`config.mk`:
```
export PLATFORM = sky130hd
export DESIGN_NAME = translation_memtype_and_invalidation
export DESIGN_NICKNAME = d
export VERILOG_FILES = /design/src/xlate_pkg.sv /design/src/translation_memtype_and_invalidation.sv
export SDC_FILE = /design/constraint.sdc
export NUM_CORES = 1
export LEC_CHECK = 0
export BUFFER_PORTS_ARGS = -buffer_cell sky130_fd_sc_hd__buf_2
export CAP_MARGIN = 20
export CORE_MARGIN = 1.5
export CORE_UTILIZATION = 35
export CTS_BUF_LIST = sky130_fd_sc_hd__clkbuf_2
export CTS_CLUSTER_SIZE = 12
export DETAILED_ROUTE_END_ITERATION = 12
export PLACE_DENSITY = 0.59
export SYNTH_ARGS = -nofsm -noshare
export SYNTH_HDL_FRONTEND = slang
export SYNTH_SLANG_ARGS = --single-unit
```
`constraint.sdc`:
```
create_clock -name core_clk -period 3.34 [get_ports core_clk]
set_clock_uncertainty 0.05 [all_clocks]
set_input_delay 0.501 -clock core_clk [delete_from_list [all_inputs] [get_ports core_clk]]
set_output_delay 0.501 -clock core_clk [all_outputs]
set_load 0.01 [all_outputs]
```
`src/xlate_pkg.sv`:
```
// Constants and types for the memory-type and invalidation block
package xlate_pkg;
	localparam logic [7:0]  ADDR_INSN     = 8'h00;
	localparam logic [7:0]  ADDR_PRIV     = 8'h04;
	localparam logic [7:0]  ADDR_PTE_LO   = 8'h08;
	localparam logic [7:0]  ADDR_PTE_HI   = 8'h0c;
	localparam logic [7:0]  ADDR_ATTR     = 8'h10;
	localparam logic [7:0]  ADDR_RESULT   = 8'h14;
	localparam logic [7:0]  ADDR_INV      = 8'h18;
	localparam logic [7:0]  ADDR_INV_VA   = 8'h1c;
	localparam logic [7:0]  ADDR_INV_TAG  = 8'h20;
	localparam logic [6:0]  OPC_SYSTEM    = 7'h73;
	localparam logic [6:0]  F7_SUP_INV    = 7'h0b;
	localparam logic [6:0]  F7_GV_INV     = 7'h13;
	localparam logic [6:0]  F7_GP_INV     = 7'h33;
	localparam logic [6:0]  F7_FENCE_GRP  = 7'h0c;
	localparam logic [4:0]  RS2_ST_INV    = 5'h00;
	localparam logic [4:0]  RS2_INV_IMP   = 5'h01;
	localparam int          PMT_HI        = 30;
	localparam int          PMT_LO        = 29;
	localparam logic [1:0]  PMT_KEEP      = 2'h0;
	localparam logic [1:0]  PMT_NC        = 2'h1;
	localparam logic [1:0]  PMT_IO        = 2'h2;
	localparam logic [1:0]  PMT_RSVD      = 2'h3;
	localparam logic [1:0]  ATTR_VACANT   = 2'h0;
	localparam logic [1:0]  ATTR_MAIN     = 2'h1;
	localparam logic [1:0]  ATTR_IO       = 2'h2;
	localparam logic [2:0]  MODE_U        = 3'h0;
	localparam logic [2:0]  MODE_S        = 3'h1;
	localparam logic [2:0]  MODE_M        = 3'h3;
	localparam logic [2:0]  MODE_VU       = 3'h4;
	localparam logic [2:0]  MODE_VS       = 3'h5;
	localparam logic [1:0]  EXC_NONE      = 2'h0;
	localparam logic [1:0]  EXC_ILLEGAL   = 2'h1;
	localparam logic [1:0]  EXC_VIRTUAL   = 2'h2;
	localparam logic [1:0]  EXC_PAGE      = 2'h3;
	localparam logic [1:0]  INV_SUP       = 2'h1;
	localparam logic [1:0]  INV_GV        = 2'h2;
	localparam logic [1:0]  INV_GP        = 2'h3;
	typedef enum logic [1:0] {
		IDLE   = 2'b00,
		WAIT   = 2'b01,
		ANSWER = 2'b11
	} bus_state_t;
endpackage

```
`src/translation_memtype_and_invalidation.sv`:
```
// Memory-type resolution and split invalidation checks with Avalon-MM registers
//
// Implementation choices: the register offsets and the Avalon-MM interface to the registers.
`timescale 1ns/10ps
`default_nettype none
// Overview of operation
// - Leaf entry bits 30-29 select keep, non-cacheable main, or strong I/O.
// - Non-leaf entry with nonzero bits 30-29 raises a page fault.
// - Leaf entry holding memory type 3 raises a page fault.
// - A vacant physical attribute stays vacant under any memory type.
// - I/O page mapped non-cacheable: weak ordering, fences see both classes.
// - Main page mapped strong I/O: channel 0 ordering, fences see both.
// - Strong I/O pages may fault misaligned accesses.
// - Guest-physical stage type overrides physical attributes when its mode is nonzero.
// - Guest-virtual stage type overrides intermediate attributes when its mode is nonzero.
// - Supervisor invalidate removes what a full fence with same operands removes.
// - Supervisor invalidate orders only against fences, not loads and stores.
// - Store-to-invalidate fence orders visible stores before later invalidates.
// - Invalidate-to-implicit fence orders invalidates before later table walks.
// - Fence, invalidate, fence in order act as one full fence.
// - Guest invalidates behave alike; guest-physical keyed by machine tag.
// - Any invalidate in user mode is an illegal instruction.
// - Supervisor or guest-physical invalidate in supervisor mode under machine trap bit is illegal.
// - Guest invalidates in virtual modes, supervisor one in virtual user: virtual trap.
// - Guest trap bit makes supervisor invalidate in virtual supervisor a virtual trap.
// - Split fences: illegal in user mode, virtual trap in virtual user.
// - Split fences ignore both trap bits in supervisor modes.
// - Invalidates run as full fences; split fences are no-operations.
module translation_memtype_and_invalidation (
	input  wire logic        core_clk,
	input  wire logic        reset,
	input  wire logic [7:0]  address,
	input  wire logic        read,
	input  wire logic        write,
	input  wire logic [31:0] writedata,
	output logic [31:0]      readdata,
	output logic             waitrequest,
	input  wire logic [31:0] srcVaddr,
	input  wire logic [31:0] srcTag,
	output logic             flushValid,
	output logic [1:0]       flushKind,
	output logic [31:0]      flushVaddr,
	output logic [15:0]      flushTag,
	output logic             flushAllAddr,
	output logic             flushAllTag,
	output logic             ioOrdered,
	output logic             fenceBoth
);
	typedef struct packed {
		xlate_pkg::bus_state_t bus;
		logic [31:0] rdata;
		logic [31:0] insn;
		logic [2:0]  mode;
		logic        machineVmTrapBit;
		logic        guestVmTrapBit;
		logic        gpStageOn;
		logic        gvStageOn;
		logic [1:0]  gpType;
		logic        gpLeaf;
		logic [1:0]  gvType;
		logic        gvLeaf;
		logic [1:0]  physAttr;
		logic        misaligned;
		logic [1:0]  finalAttr;
		logic        finalIoOrd;
		logic        finalBoth;
		logic [1:0]  pageExc;
		logic [1:0]  insnExc;
		logic        insnOk;
		logic        fValid;
		logic [1:0]  fKind;
		logic [31:0] fVaddr;
		logic [15:0] fTag;
		logic        fAllAddr;
		logic        fAllTag;
		logic [31:0] invCount;
	} state_t;

	state_t cur;
	state_t next_cur;

	// Apply one stage of memory type over incoming attributes
	function automatic logic [1:0] overlay(input logic [1:0] base, input logic [1:0] pmt);
		logic [1:0] r;
		r = base;
		if (base == xlate_pkg::ATTR_VACANT) begin
			r = xlate_pkg::ATTR_VACANT;
		end else if (pmt == xlate_pkg::PMT_NC) begin
			r = xlate_pkg::ATTR_MAIN;
		end else if (pmt == xlate_pkg::PMT_IO) begin
			r = xlate_pkg::ATTR_IO;
		end
		return r;
	endfunction

	// Entry fault: reserved type in leaf, any nonzero type in non-leaf
	function automatic logic entryFault(input logic leaf, input logic [1:0] pmt);
		logic f;
		f = leaf ? (pmt == xlate_pkg::PMT_RSVD) : (pmt != xlate_pkg::PMT_KEEP);
		return f;
	endfunction

	// Invalidate flavour; guest-physical one is keyed by machine tags
	function automatic logic [1:0] flushKindOf(input logic [6:0] fn);
		logic [1:0] k;
		case (fn)
			xlate_pkg::F7_SUP_INV: begin
				k = xlate_pkg::INV_SUP;
			end
			xlate_pkg::F7_GV_INV: begin
				k = xlate_pkg::INV_GV;
			end
			default: begin
				k = xlate_pkg::INV_GP;
			end
		endcase
		return k;
	endfunction

	logic [6:0] opc;
	logic [6:0] f7;
	logic [4:0] rs2f;
	logic [4:0] rs1f;
	logic [2:0] f3;
	logic [4:0] rdf;
	assign opc = cur.insn[6:0];
	assign rdf = cur.insn[11:7];
	assign f3 = cur.insn[14:12];
	assign rs1f = cur.insn[19:15];
	assign rs2f = cur.insn[24:20];
	assign f7 = cur.insn[31:25];

	always_comb begin
		logic [1:0] mid;
		logic [1:0] fin;
		logic [1:0] pex;
		logic [1:0] iex;
		logic       isInv;
		logic       isFence;
		logic       sys;
		logic       virt;
		next_cur = cur;
		mid = 2'h0;
		fin = 2'h0;
		pex = xlate_pkg::EXC_NONE;
		iex = xlate_pkg::EXC_NONE;
		isInv = 1'b0;
		isFence = 1'b0;
		sys = (opc == xlate_pkg::OPC_SYSTEM) && (f3 == 3'h0) && (rdf == 5'h00);
		virt = cur.mode[2];
		next_cur.fValid = 1'b0;

		// Two-stage memory type composition
		// Stage off: its entry word is ignored, so a stale word cannot fault
		mid = cur.gpStageOn ? overlay(cur.physAttr, cur.gpType) : cur.physAttr;
		fin = cur.gvStageOn ? overlay(mid, cur.gvType) : mid;
		if ((cur.gpStageOn && entryFault(cur.gpLeaf, cur.gpType)) ||
				(cur.gvStageOn && entryFault(cur.gvLeaf, cur.gvType))) begin
			pex = xlate_pkg::EXC_PAGE;
		end else if (fin == xlate_pkg::ATTR_IO && cur.misaligned) begin
			pex = xlate_pkg::EXC_PAGE;
		end
		next_cur.finalAttr = fin;
		// Ordering follows the final class; fences see both if class changed
		next_cur.finalIoOrd = (fin == xlate_pkg::ATTR_IO);
		next_cur.finalBoth = (fin != xlate_pkg::ATTR_VACANT) && (fin != cur.physAttr);
		next_cur.pageExc = pex;

		// Privilege checks of the decoded instruction
		if (sys && (f7 == xlate_pkg::F7_SUP_INV)) begin
			isInv = 1'b1;
			if (cur.mode == xlate_pkg::MODE_U) begin
				iex = xlate_pkg::EXC_ILLEGAL;
			end else if (cur.mode == xlate_pkg::MODE_VU) begin
				iex = xlate_pkg::EXC_VIRTUAL;
			end else if (cur.mode == xlate_pkg::MODE_S && cur.machineVmTrapBit) begin
				iex = xlate_pkg::EXC_ILLEGAL;
			end else if (cur.mode == xlate_pkg::MODE_VS && cur.guestVmTrapBit) begin
				iex = xlate_pkg::EXC_VIRTUAL;
			end
		end else if (sys && (f7 == xlate_pkg::F7_GV_INV || f7 == xlate_pkg::F7_GP_INV)) begin
			isInv = 1'b1;
			if (cur.mode == xlate_pkg::MODE_U) begin
				iex = xlate_pkg::EXC_ILLEGAL;
			end else if (virt) begin
				iex = xlate_pkg::EXC_VIRTUAL;
			end else if (f7 == xlate_pkg::F7_GP_INV && cur.mode == xlate_pkg::MODE_S &&
					cur.machineVmTrapBit) begin
				iex = xlate_pkg::EXC_ILLEGAL;
			end
		end else if (sys && f7 == xlate_pkg::F7_FENCE_GRP && rs1f == 5'h00 &&
				(rs2f == xlate_pkg::RS2_ST_INV || rs2f == xlate_pkg::RS2_INV_IMP)) begin
			isFence = 1'b1;
			// Trap bits deliberately not consulted
			// Only ordering effects, nothing for a trap handler to emulate
			if (cur.mode == xlate_pkg::MODE_U) begin
				iex = xlate_pkg::EXC_ILLEGAL;
			end else if (cur.mode == xlate_pkg::MODE_VU) begin
				iex = xlate_pkg::EXC_VIRTUAL;
			end
		end else begin
			iex = xlate_pkg::EXC_ILLEGAL;
		end

		// Bus slave: two wait cycles (IDLE, WAIT), then answer
		case (cur.bus)
			xlate_pkg::IDLE: begin
				if (read || write) begin
					next_cur.bus = xlate_pkg::WAIT;
				end
			end
			xlate_pkg::WAIT: begin
				next_cur.bus = xlate_pkg::ANSWER;
				// Read data kept across writes; it only changes on a read
				if (write) begin
					case (address)
						xlate_pkg::ADDR_INSN: begin
							next_cur.insn = writedata;
						end
						xlate_pkg::ADDR_PRIV: begin
							next_cur.mode = writedata[2:0];
							next_cur.machineVmTrapBit = writedata[4];
							next_cur.guestVmTrapBit = writedata[5];
							next_cur.gpStageOn = writedata[8];
							next_cur.gvStageOn = writedata[9];
						end
						xlate_pkg::ADDR_PTE_LO: begin
							next_cur.gvType = writedata[xlate_pkg::PMT_HI:xlate_pkg::PMT_LO];
							next_cur.gvLeaf = writedata[0];
						end
						xlate_pkg::ADDR_PTE_HI: begin
							next_cur.gpType = writedata[xlate_pkg::PMT_HI:xlate_pkg::PMT_LO];
							next_cur.gpLeaf = writedata[0];
						end
						xlate_pkg::ADDR_ATTR: begin
							next_cur.physAttr = writedata[1:0];
							next_cur.misaligned = writedata[4];
						end
						xlate_pkg::ADDR_INV: begin
							// Execute: simple form, every invalidate is a full fence
							next_cur.insnExc = iex;
							next_cur.insnOk = (iex == xlate_pkg::EXC_NONE);
							if (iex == xlate_pkg::EXC_NONE && isInv) begin
								next_cur.fValid = 1'b1;
								next_cur.fKind = flushKindOf(f7);
								next_cur.fVaddr = srcVaddr;
								next_cur.fTag = srcTag[15:0];
								next_cur.fAllAddr = (rs1f == 5'h00);
								next_cur.fAllTag = (rs2f == 5'h00);
								next_cur.invCount = cur.invCount + 32'h1;
							end
							// Fences complete as no-operations; the flush is already
							// done in order, so stores and walks need no stall
							if (isFence) begin
								next_cur.fValid = 1'b0;
							end
						end
						default: begin
						end
					endcase
				end else begin
					case (address)
						xlate_pkg::ADDR_INSN: begin
							next_cur.rdata = cur.insn;
						end
						xlate_pkg::ADDR_PRIV: begin
							next_cur.rdata = {
								22'h0,
								cur.gvStageOn,
								cur.gpStageOn,
								2'h0,
								cur.guestVmTrapBit,
								cur.machineVmTrapBit,
								1'b0,
								cur.mode
							};
						end
						xlate_pkg::ADDR_RESULT: begin
							next_cur.rdata = {
								24'h0,
								cur.finalBoth,
								cur.finalIoOrd,
								cur.pageExc,
								2'h0,
								cur.finalAttr
							};
						end
						xlate_pkg::ADDR_INV: begin
							next_cur.rdata = {
								29'h0,
								cur.insnOk,
								cur.insnExc
							};
						end
						xlate_pkg::ADDR_INV_VA: begin
							next_cur.rdata = cur.invCount;
						end
						xlate_pkg::ADDR_INV_TAG: begin
							next_cur.rdata = {16'h0, cur.fTag};
						end
						default: begin
							next_cur.rdata = 32'h0;
						end
					endcase
				end
			end
			xlate_pkg::ANSWER: begin
				next_cur.bus = xlate_pkg::IDLE;
			end
			default: next_cur.bus = xlate_pkg::IDLE;
		endcase
	end

	always_ff @(posedge core_clk) begin
		if (reset) begin
			cur <= '0;
		end else begin
			cur <= next_cur;
		end
	end

	// Released only in the answer cycle; the master holds its request till then
	assign waitrequest = (read || write) && (cur.bus != xlate_pkg::ANSWER);
	assign readdata = cur.rdata;
	assign flushValid = cur.fValid;
	assign flushKind = cur.fKind;
	assign flushVaddr = cur.fVaddr;
	assign flushTag = cur.fTag;
	assign flushAllAddr = cur.fAllAddr;
	assign flushAllTag = cur.fAllTag;
	assign ioOrdered = cur.finalIoOrd;
	assign fenceBoth = cur.finalBoth;
endmodule
`default_nettype wire

```
==> results.tsv, run 1 <==
metric	value	unit
status	completed	
TritonRoute pass-1 iters	6	
Slew Limit Fails	0	
busiest grt layer	met2	
number of enable flip-flop cells after synthesis	0	
worst flop-to-flop path startpoint	cur[117]	
Fin. Hold Viols	0	
# setup viols final	0	
HP Class	primary input to flip-flop	
Syn. warnings	0	
Hold Path Origin	address[6]	
total grt overflow	0	
Worst-Margin Slew	710	ps
Placement Cell Area	9150	um2
CTS clk-pin slew, worst paths	270	ps
reg-to-reg endpoint	cur[13]	
post-synth top area share	0.415	
Synth area leaders	dfxtp_1 41%, buf_4 7.3%, a21oi_1 7.1%, nand2_1 4.4%, nand3_1 3.8%	
TNS Setup	0	ps
number of remaining DRC errors	0	
Static Leak	3.83	nW
Peak VDD IR	0.153	mV
Nets	1290	
clk_lat worst skew	750	ps
Layout Cells excl Fill	1513	
flop-to-flop setup slack	480	ps
Num CTS Buffers	17	
most frequent cells in the layout	178 x buf_2, 175 x dfxtp_1, 119 x a21oi_1, 99 x nand2_1, 83 x dlygate4sd3_1	
Async SR Flop Fraction	0	
RSZ-0062 raised after global routing	false	
distinct cell type count after synthesis	62	
max_slew headroom	0.522	
Seq/Total Area, Yosys	0.415	
CTS sink count	175	
post-route ant nets	0	
max cap viols	0	
Gate Count Post-Synth	1031	
CTS Root Cell	clkbuf_2	
largest net degree at the start of global routing	82	
Syn Nets	1140	
initial antenna violation count	1	
share of cells above drive strength 1	0.226	
met2 Use GR	0.324	
hold_ws	234	ps
Area Overhead vs Synth	20.8	%
Reg2Reg Depth	6	
period utilization	0.855	
fin worst setup slack	485	ps
Startpoint Class	flip-flop	
Ports	196	
crit end category	flip-flop	
CTS tree	yes	
Synth area leader	dfxtp_1	
ys flop type	dfxtp_1	
DRT Wirelength	25900	um
minimum clock period	2860	ps
highest clock rate	350	MHz
H-tree depth	4	
CTS resizes	0	
Die Area	25100	um2
synthesized cell area	8450	um2
Die Ht	158	um
Crit Path Class	flip-flop to flip-flop	
Mean Syn Cell Area	8.20	um2
routed len/inst	17.1	um
DRT iter0 DRCs	709	
IO Port Bufs	179	
Worst EP arrival	3480	ps
worst hold path cell count	5	
area of the core	23600	um2
# fillers	2418	
die width	158	um
Max clock buf depth	2	
row cnt	56	
hold endpoint	readdata[1]	
M3 GR Usage	0.0343	
number of placed cells counting well taps	1397	
CP required	3960	ps
met1 Track Usage GR	0.273	
first-pass GRT wire length	39400	um
critical path peak fanout	81	
gp weighted congestion	0.790	
vias in the first global route	7269	
GRT Total Usage	0.202	
Detail Placement HPWL	17300	um
Starting Density	0.358	
fin area	10200	um2
vias per cell	5.23	
P per Cell Area	331	nW/um2
#FFs+latches synth	175	
commonest non-fill, non-tap cell in the layout	buf_2	
total number of vias	7916	
dpl ws	349	ps
[through the flow]
step | power [mW] | utilization
finish | 3.38 | 0.432
detailed placement | 2.29 | 0.388
floorplan | 2.21 | -
CTS | 3.43 | 0.431
global route | 3.53 | 0.432
global placement | 2.29 | 0.388
[layer usage]
metal / vias to the layer above / routed length, um
met4: 0 / 616
met1: 3741 / 11900
met5: - / 0
met2: 212 / 12100
met3: 38 / 1140
li1: 3925 / -
[cells by family after synthesis]
logic type               Yosys count  share of synthesized area
AO/OA/AOI/OAI                    284                      0.208
adder cells (fa/ha/maj)            3                    0.00385
buffers and inverters            176                      0.117
flip-flops                       175                      0.415
multiplexers                      33                     0.0413
AND/OR/NAND/NOR                  360                      0.216
[timing repair]
item,CTS,global route
hold buffers,83,0
buffers inserted,0,0
endpoints found under the hold margin,100,0
[cell usage after synthesis, types with 17 or more instances]
master    number
a21oi_1      120
a22o_1        25
a22oi_1       20
buf_4         82
clkbuf_1      69
dfxtp_1      175
mux2i_1       18
nand2_1       99
nand3_1       64
nor2_1        63
nor3_1        24
o21ai_0       63
or4_1         17
[report_power, final]
| part | switching (mW) | internal [mW] |
|---|---|---|
| sequential | 0.00319 | 2.10 |
| clock | 0.776 | 0.273 |
| combinational | 0.107 | 0.124 |
| total | 0.887 | 2.50 |
[sequential cells by signal (all words and copies together) (netlist names)]
| register | cells |
|---|---|
| flushVaddr | 32 |
| ioOrdered | 1 |
| flushAllTag | 1 |
| flushAllAddr | 1 |
| flushValid | 1 |
| flushTag | 16 |
| flushKind | 2 |
| fenceBoth | 1 |
| readdata | 32 |
| cur | 88 |
[cell type report]
type	count	area [um2]	area share
repair buffers	292	2030	0.199
inverters	15	56.3	0.00551
flip-flops and latches	175	3500	0.343
clock inverters	13	115	0.0113
diodes	1	2.50	0.000245
clock buffers	18	90.1	0.00882
multi-input cells	680	4010	0.393
well taps	319	399	0.0391
[critical path, stage by stage, from the launching register on]
cell and delay [ps]:
dfxtp_1 390, nor4_1 600, nand4_1 320, or3_2 520
buf_12 220, or4_1 500, a21oi_1 140
[how the worst max path moves through the flow]
stage               slack (ps)  cells after the start        endpoint       start
global placement           360                      7         cur[13]  address[5]
finish                     480                      6         cur[13]    cur[117]
global route               290                      6         cur[13]    cur[117]
floorplan                  520                      9         cur[11]  address[5]
detailed placement         350                      7         cur[12]  address[5]
CTS                        460                      6  flushVaddr[13]    cur[109]
(Power assumes the default switching activity.)
==> run 2: changes to the inputs <==
--- a/config.mk
+++ b/config.mk
@@ -7,6 +7,7 @@
 export LEC_CHECK = 0
 export BUFFER_PORTS_ARGS = -buffer_cell sky130_fd_sc_hd__buf_2
 export CAP_MARGIN = 20
+export CORE_ASPECT_RATIO = 0.7
 export CORE_MARGIN = 1.5
 export CORE_UTILIZATION = 35
 export CTS_BUF_LIST = sky130_fd_sc_hd__clkbuf_2
==> constraint.sdc (replaced) <==
create_clock -name core_clk -period 3.6 [get_ports core_clk]
set_clock_uncertainty 0.05 [all_clocks]
set_input_delay 0.54 -clock core_clk [delete_from_list [all_inputs] [get_ports core_clk]]
set_output_delay 0.54 -clock core_clk [all_outputs]
set_load 0.01 [all_outputs]
==> run 2 against run 1 <==
Sequential share of layout area rose by 0.27 points. Count of clock-buffer cells in the layout rose by 1. Fmax fell by 2.4%. Via count rose by 3.2%. Critical path type unchanged. Critical endpoint is now flushVaddr[9]. Highest routed layer unchanged.
==> results.tsv, run 2 (synthesized netlist as in run 1, its figures left out) <==
metric	value	unit
status	completed	
fin area	10100	um2
DRT Wirelength	26900	um
max cap viols	0	
CTS clk-pin slew, worst paths	270	ps
Tot Pwr	3.12	mW
Placement Cell Area	9110	um2
Area Overhead vs Synth	19.9	%
CTS Root Cell	clkbuf_2	
Peak VDD IR	0.172	mV
minimum clock period	2920	ps
critical path peak fanout	42	
period utilization	0.812	
DRT iter0 DRCs	780	
Core Util, Final	0.427	
highest clock rate	342	MHz
Num CTS Buffers	17	
Nets	1290	
# fillers	2404	
vias per cell	5.40	
Fin. Hold Viols	0	
total grt overflow	0	
Crit Path Class	flip-flop to flip-flop	
Crit-path slowest cell	o22ai_4	
dpl ws	446	ps
HP Class	primary input to flip-flop	
fin worst setup slack	675	ps
Worst EP arrival	3580	ps
sequential power share	0.625	
max_slew headroom	0.312	
Die Area	25100	um2
Starting Density	0.357	
IO Port Bufs	179	
first-pass GRT wire length	42000	um
Post-CTS Setup Inserts	0	
CTS sink count	175	
area of the core	23700	um2
CTS tree	yes	
row cnt	47	
CP required	4250	ps
most frequent cells in the layout	178 x buf_2, 175 x dfxtp_1, 119 x a21oi_1, 99 x nand2_1, 82 x dlygate4sd3_1	
die width	189	um
gp weighted congestion	0.844	
clock share of power	0.306	
clk_lat worst skew	770	ps
routed len/inst	17.8	um
sw frac	0.263	
P_sw	0.820	mW
Layout Cells excl Fill	1512	
initial antenna violation count	1	
total number of vias	8166	
Worst-Margin Slew	1030	ps
TNS Setup	0	ps
number of placed cells counting well taps	1398	
Ports	196	
RSZ-0062 raised after global routing	false	
Slew Limit Fails	0	
Startpoint Class	flip-flop	
number of remaining DRC errors	0	
post-route ant nets	0	
hold_ws	119	ps
GRT Total Usage	0.213	
H-tree depth	4	
CP peak stage delay	810	ps
vias in the first global route	7611	
Detail Placement HPWL	18300	um
max reg flops	88	
crit-path cells	nor4bb_1 -> a211oi_1 -> o22ai_4 -> buf_4 -> o21ai_0 -> a21oi_1	
share of cells above drive strength 1	0.226	
commonest non-fill, non-tap cell in the layout	buf_2	
TritonRoute pass-1 iters	8	
P per Cell Area	308	nW/um2
Logic pwr share	0.070	
crit end category	flip-flop	
Most flops, register	cur	
largest net degree at the start of global routing	76	
Static Leak	3.79	nW
# setup viols final	0	
Max clock buf depth	2	
P_int	2.30	mW
Die Ht	133	um
==> run 2: final cells by class <==
class | count | area (um2) | share of cell area
sequential | 175 | 3500 | 0.346
inverter | 15 | 56.3 | 0.00556
clock buffer | 19 | 95.1 | 0.00939
antenna | 1 | 2.50 | 0.000247
multi-input combinational | 680 | 4010 | 0.396
clock inverter | 12 | 97.6 | 0.00963
timing repair buffer | 292 | 1970 | 0.194
tap | 318 | 398 | 0.0393
==> run 2: power by group through the flow <==
stage          clock network (mW)  logic, mW  registers, mW
2_1_floorplan                   0     0.0619           1.98
3_3_place_gp                    0      0.142           1.99
3_5_place_dp                    0      0.142           1.99
4_1_cts                     0.982      0.212           1.95
5_1_grt                      1.05      0.233           1.95
6_report                    0.954      0.218           1.95
==> run 2: worst max-delay path, delay by kind of cell, from the launching register on <==
kind,cells,cell delay (ps)
AOI/OAI and AO/OA,4,1370
and+or+nand+nor,1,530
buffers and inverters,1,390
DFF,1,510
==> run 2: repair_timing <==
action	CTS	global route
endpoints found under the hold margin	95	0
gates resized for setup	0	0
hold buffers	82	0
==> run 2: final timing paths <==
path / start / slack [ps] / cells after the start / to
worst max-delay path: cur[107] / 680 / 6 / flushVaddr[9]
worst min-delay path: reset / 120 / 2 / readdata[27]
worst max register to register: cur[107] / 680 / 6 / flushVaddr[9]
worst min register to register: readdata[15] / 420 / 2 / readdata[15]
==> run 2: metal layers <==
layer | global-route usage | routed length, um
met4 | 0.0494 | 277
met3 | 0.0459 | 2220
met2 | 0.300 | 10900
met1 | 0.326 | 13500
met5 | 0 | 0
==> run 3: changes to the inputs <==
--- a/config.mk
+++ b/config.mk
@@ -13,7 +13,7 @@
 export CTS_BUF_LIST = sky130_fd_sc_hd__clkbuf_2
 export CTS_CLUSTER_SIZE = 12
 export DETAILED_ROUTE_END_ITERATION = 12
-export PLACE_DENSITY = 0.59
+export PLACE_DENSITY = 0.61
 export SYNTH_ARGS = -nofsm -noshare
 export SYNTH_HDL_FRONTEND = slang
 export SYNTH_SLANG_ARGS = --single-unit
==> constraint.sdc (replaced) <==
create_clock -name core_clk -period 2.5 [get_ports core_clk]
set_clock_uncertainty 0.05 [all_clocks]
set_input_delay 0.375 -clock core_clk [delete_from_list [all_inputs] [get_ports core_clk]]
set_output_delay 0.375 -clock core_clk [all_outputs]
set_load 0.01 [all_outputs]
==> run 3 against run 2 <==
Worst setup slack lost 590 ps. Design area grew 7.7%. Routed wire length grew 3.2%. Non-clock buffer count grew 66. Sequential share of layout area shrank 2.5 points. Power grew 55%. Die area is the same. Count of clock-buffer cells in the layout shrank 1. First-iteration DRC count grew 6.0%. Clock power grew 77%. Final cell count grew 4.4%. Critical path type unchanged. Flip-flop and latch count is the same.
==> results.tsv, run 3 (synthesized netlist as in run 1, its figures left out) <==
metric	value	unit
status	completed	
DRT Wirelength	27700	um
worst path bufs/invs	2	
largest net degree at the start of global routing	86	
period utilization	0.965	
Slew Limit Fails	0	
worst hold path cell count	5	
reg-to-reg endpoint	cur[8]	
CP peak stage delay	500	ps
clk_lat worst skew	790	ps
Startpoint Class	flip-flop	
IO Port Bufs	179	
max reg flops	88	
hold endpoint	cur[85]	
# setup viols final	0	
P per Cell Area	443	nW/um2
row cnt	47	
Nets	1356	
RSZ-0062 raised after global routing	false	
Starting Density	0.357	
commonest non-fill, non-tap cell in the layout	buf_2	
CP required	3170	ps
fin area	10900	um2
die width	189	um
most frequent cells in the layout	178 x buf_2, 174 x dfxtp_1, 119 x a21oi_1, 99 x nand2_1, 93 x dlygate4sd3_1	
Crit Path Class	flip-flop to flip-flop	
share of cells above drive strength 1	0.261	
total grt overflow	0	
TritonRoute pass-1 iters	8	
Static Leak	4.24	nW
max_slew headroom	0.457	
CTS sink count	175	
Worst-Margin Slew	814	ps
Area Overhead vs Synth	29.1	%
crit end category	flip-flop	
first-pass GRT wire length	43500	um
DRT iter0 DRCs	827	
Max clock buf depth	2	
routed len/inst	17.6	um
delay-heaviest family, CP	simple AND/OR/NAND/NOR gates	
Ports	196	
vias in the first global route	7856	
Num CTS Buffers	17	
initial antenna violation count	1	
CTS Root Cell	clkbuf_2	
Die Ht	133	um
area of the core	23700	um2
Peak VDD IR	0.244	mV
Worst setup startpoint	cur[175]	
number of remaining DRC errors	0	
minimum clock period	2410	ps
critical path peak fanout	32	
vias per cell	5.35	
HP Class	primary input to flip-flop	
Reg2Reg Depth	7	
gp weighted congestion	0.908	
CTS tree	yes	
Fin. Hold Viols	0	
Crit-path slowest cell	or3_2	
flop-to-flop setup slack	90	ps
CTS clk-pin slew, worst paths	280	ps
GRT Total Usage	0.220	
Most flops, register	cur	
Placement Cell Area	9690	um2
worst flop-to-flop path startpoint	cur[175]	
H-tree depth	4	
max cap viols	0	
Core Util, Final	0.461	
Detail Placement HPWL	18900	um
Die Area	25100	um2
crit-path cells	nand3b_1 -> or3_1 -> or3_2 -> buf_12 -> buf_4 -> o31ai_1 -> a21oi_1	
Worst EP arrival	3080	ps
Hold Path Origin	address[2]	
highest clock rate	414	MHz
post-route ant nets	0	
total number of vias	8447	
-- run 3: changes by cell type in the layout (fill, tap and decap cells not counted), sizes merged --
cell / change
clkinv: -5
inv: +5
dlygate4sd3: +11
bufinv: +2
buf: +55
clkbuf: -1
-- run 3: metrics by stage --
stage | setup WS [ps] | TNS, ps | power [mW] | instances | hold slack, ps
floorplan | -54.0 | -700 | 2.95 | 1031 | 380
global placement | -185 | -6410 | 3.08 | 1451 | 393
detailed placement | -193 | -7800 | 3.08 | 1451 | 405
CTS | 47.9 | 0 | 4.86 | 1576 | 8.13
global route | 2.60 | 0 | 5.04 | 1579 | 31.6
finish | 86.3 | 0 | 4.84 | 1579 | 71.8
-- run 3: worst max-delay path by stage --
stage          endpoint  slack, ps  cells past startpoint
5_1_grt         cur[12]          3                      6
4_1_cts         cur[10]         50                      8
6_report         cur[8]         90                      7
3_3_place_gp    cur[11]       -190                      8
2_1_floorplan   cur[11]        -50                      9
3_5_place_dp    cur[11]       -190                      8
-- run 3: routing by layer --
| metal | GRT usage | wire length [um] | part of all wire | up-vias |
|---|---|---|---|---|
| met4 | 0.0406 | 267 | 0.0096 | 0 |
| met1 | 0.342 | 13500 | 0.49 | 3997 |
| met3 | 0.0475 | 2530 | 0.091 | 21 |
| met5 | 0 | 0 | 0 | - |
| li1 | - | - | - | 4064 |
| met2 | 0.307 | 11400 | 0.41 | 365 |
-- run 3: final cells by class --
class | instances | area (um2)
fillers | 2294 | 12800
multi-input cells | 680 | 4020
flip-flops and latches | 175 | 3500
repair buffers | 358 | 2670
well taps | 318 | 398
clock inverters | 14 | 180
clock buffers | 18 | 90.1
inverters | 15 | 56.3
diodes | 1 | 2.50
-- run 3: worst reg2reg max path: stages, from the launching register on --
cell and delay [ps]:
dfxtp_1 390, nand3b_1 270, or3_1 430, or3_2 500, buf_12 180, buf_4 180
o31ai_1 260, a21oi_1 100
-- run 3: where the power goes --
part	internal (mW)	switching [mW]	total (mW)
registers	2.81	0.00390	2.81
logic	0.178	0.152	0.331
clock network	0.582	1.11	1.69
total	3.57	1.27	4.84
-- run 3: what timing repair did --
item | in CTS | in global routing
gates resized for setup | 0 | 5
hold buffers | 93 | 0
buffers inserted | 0 | 2
endpoints found under the setup margin | 0 | 23
hold endpoints to repair | 119 | 0
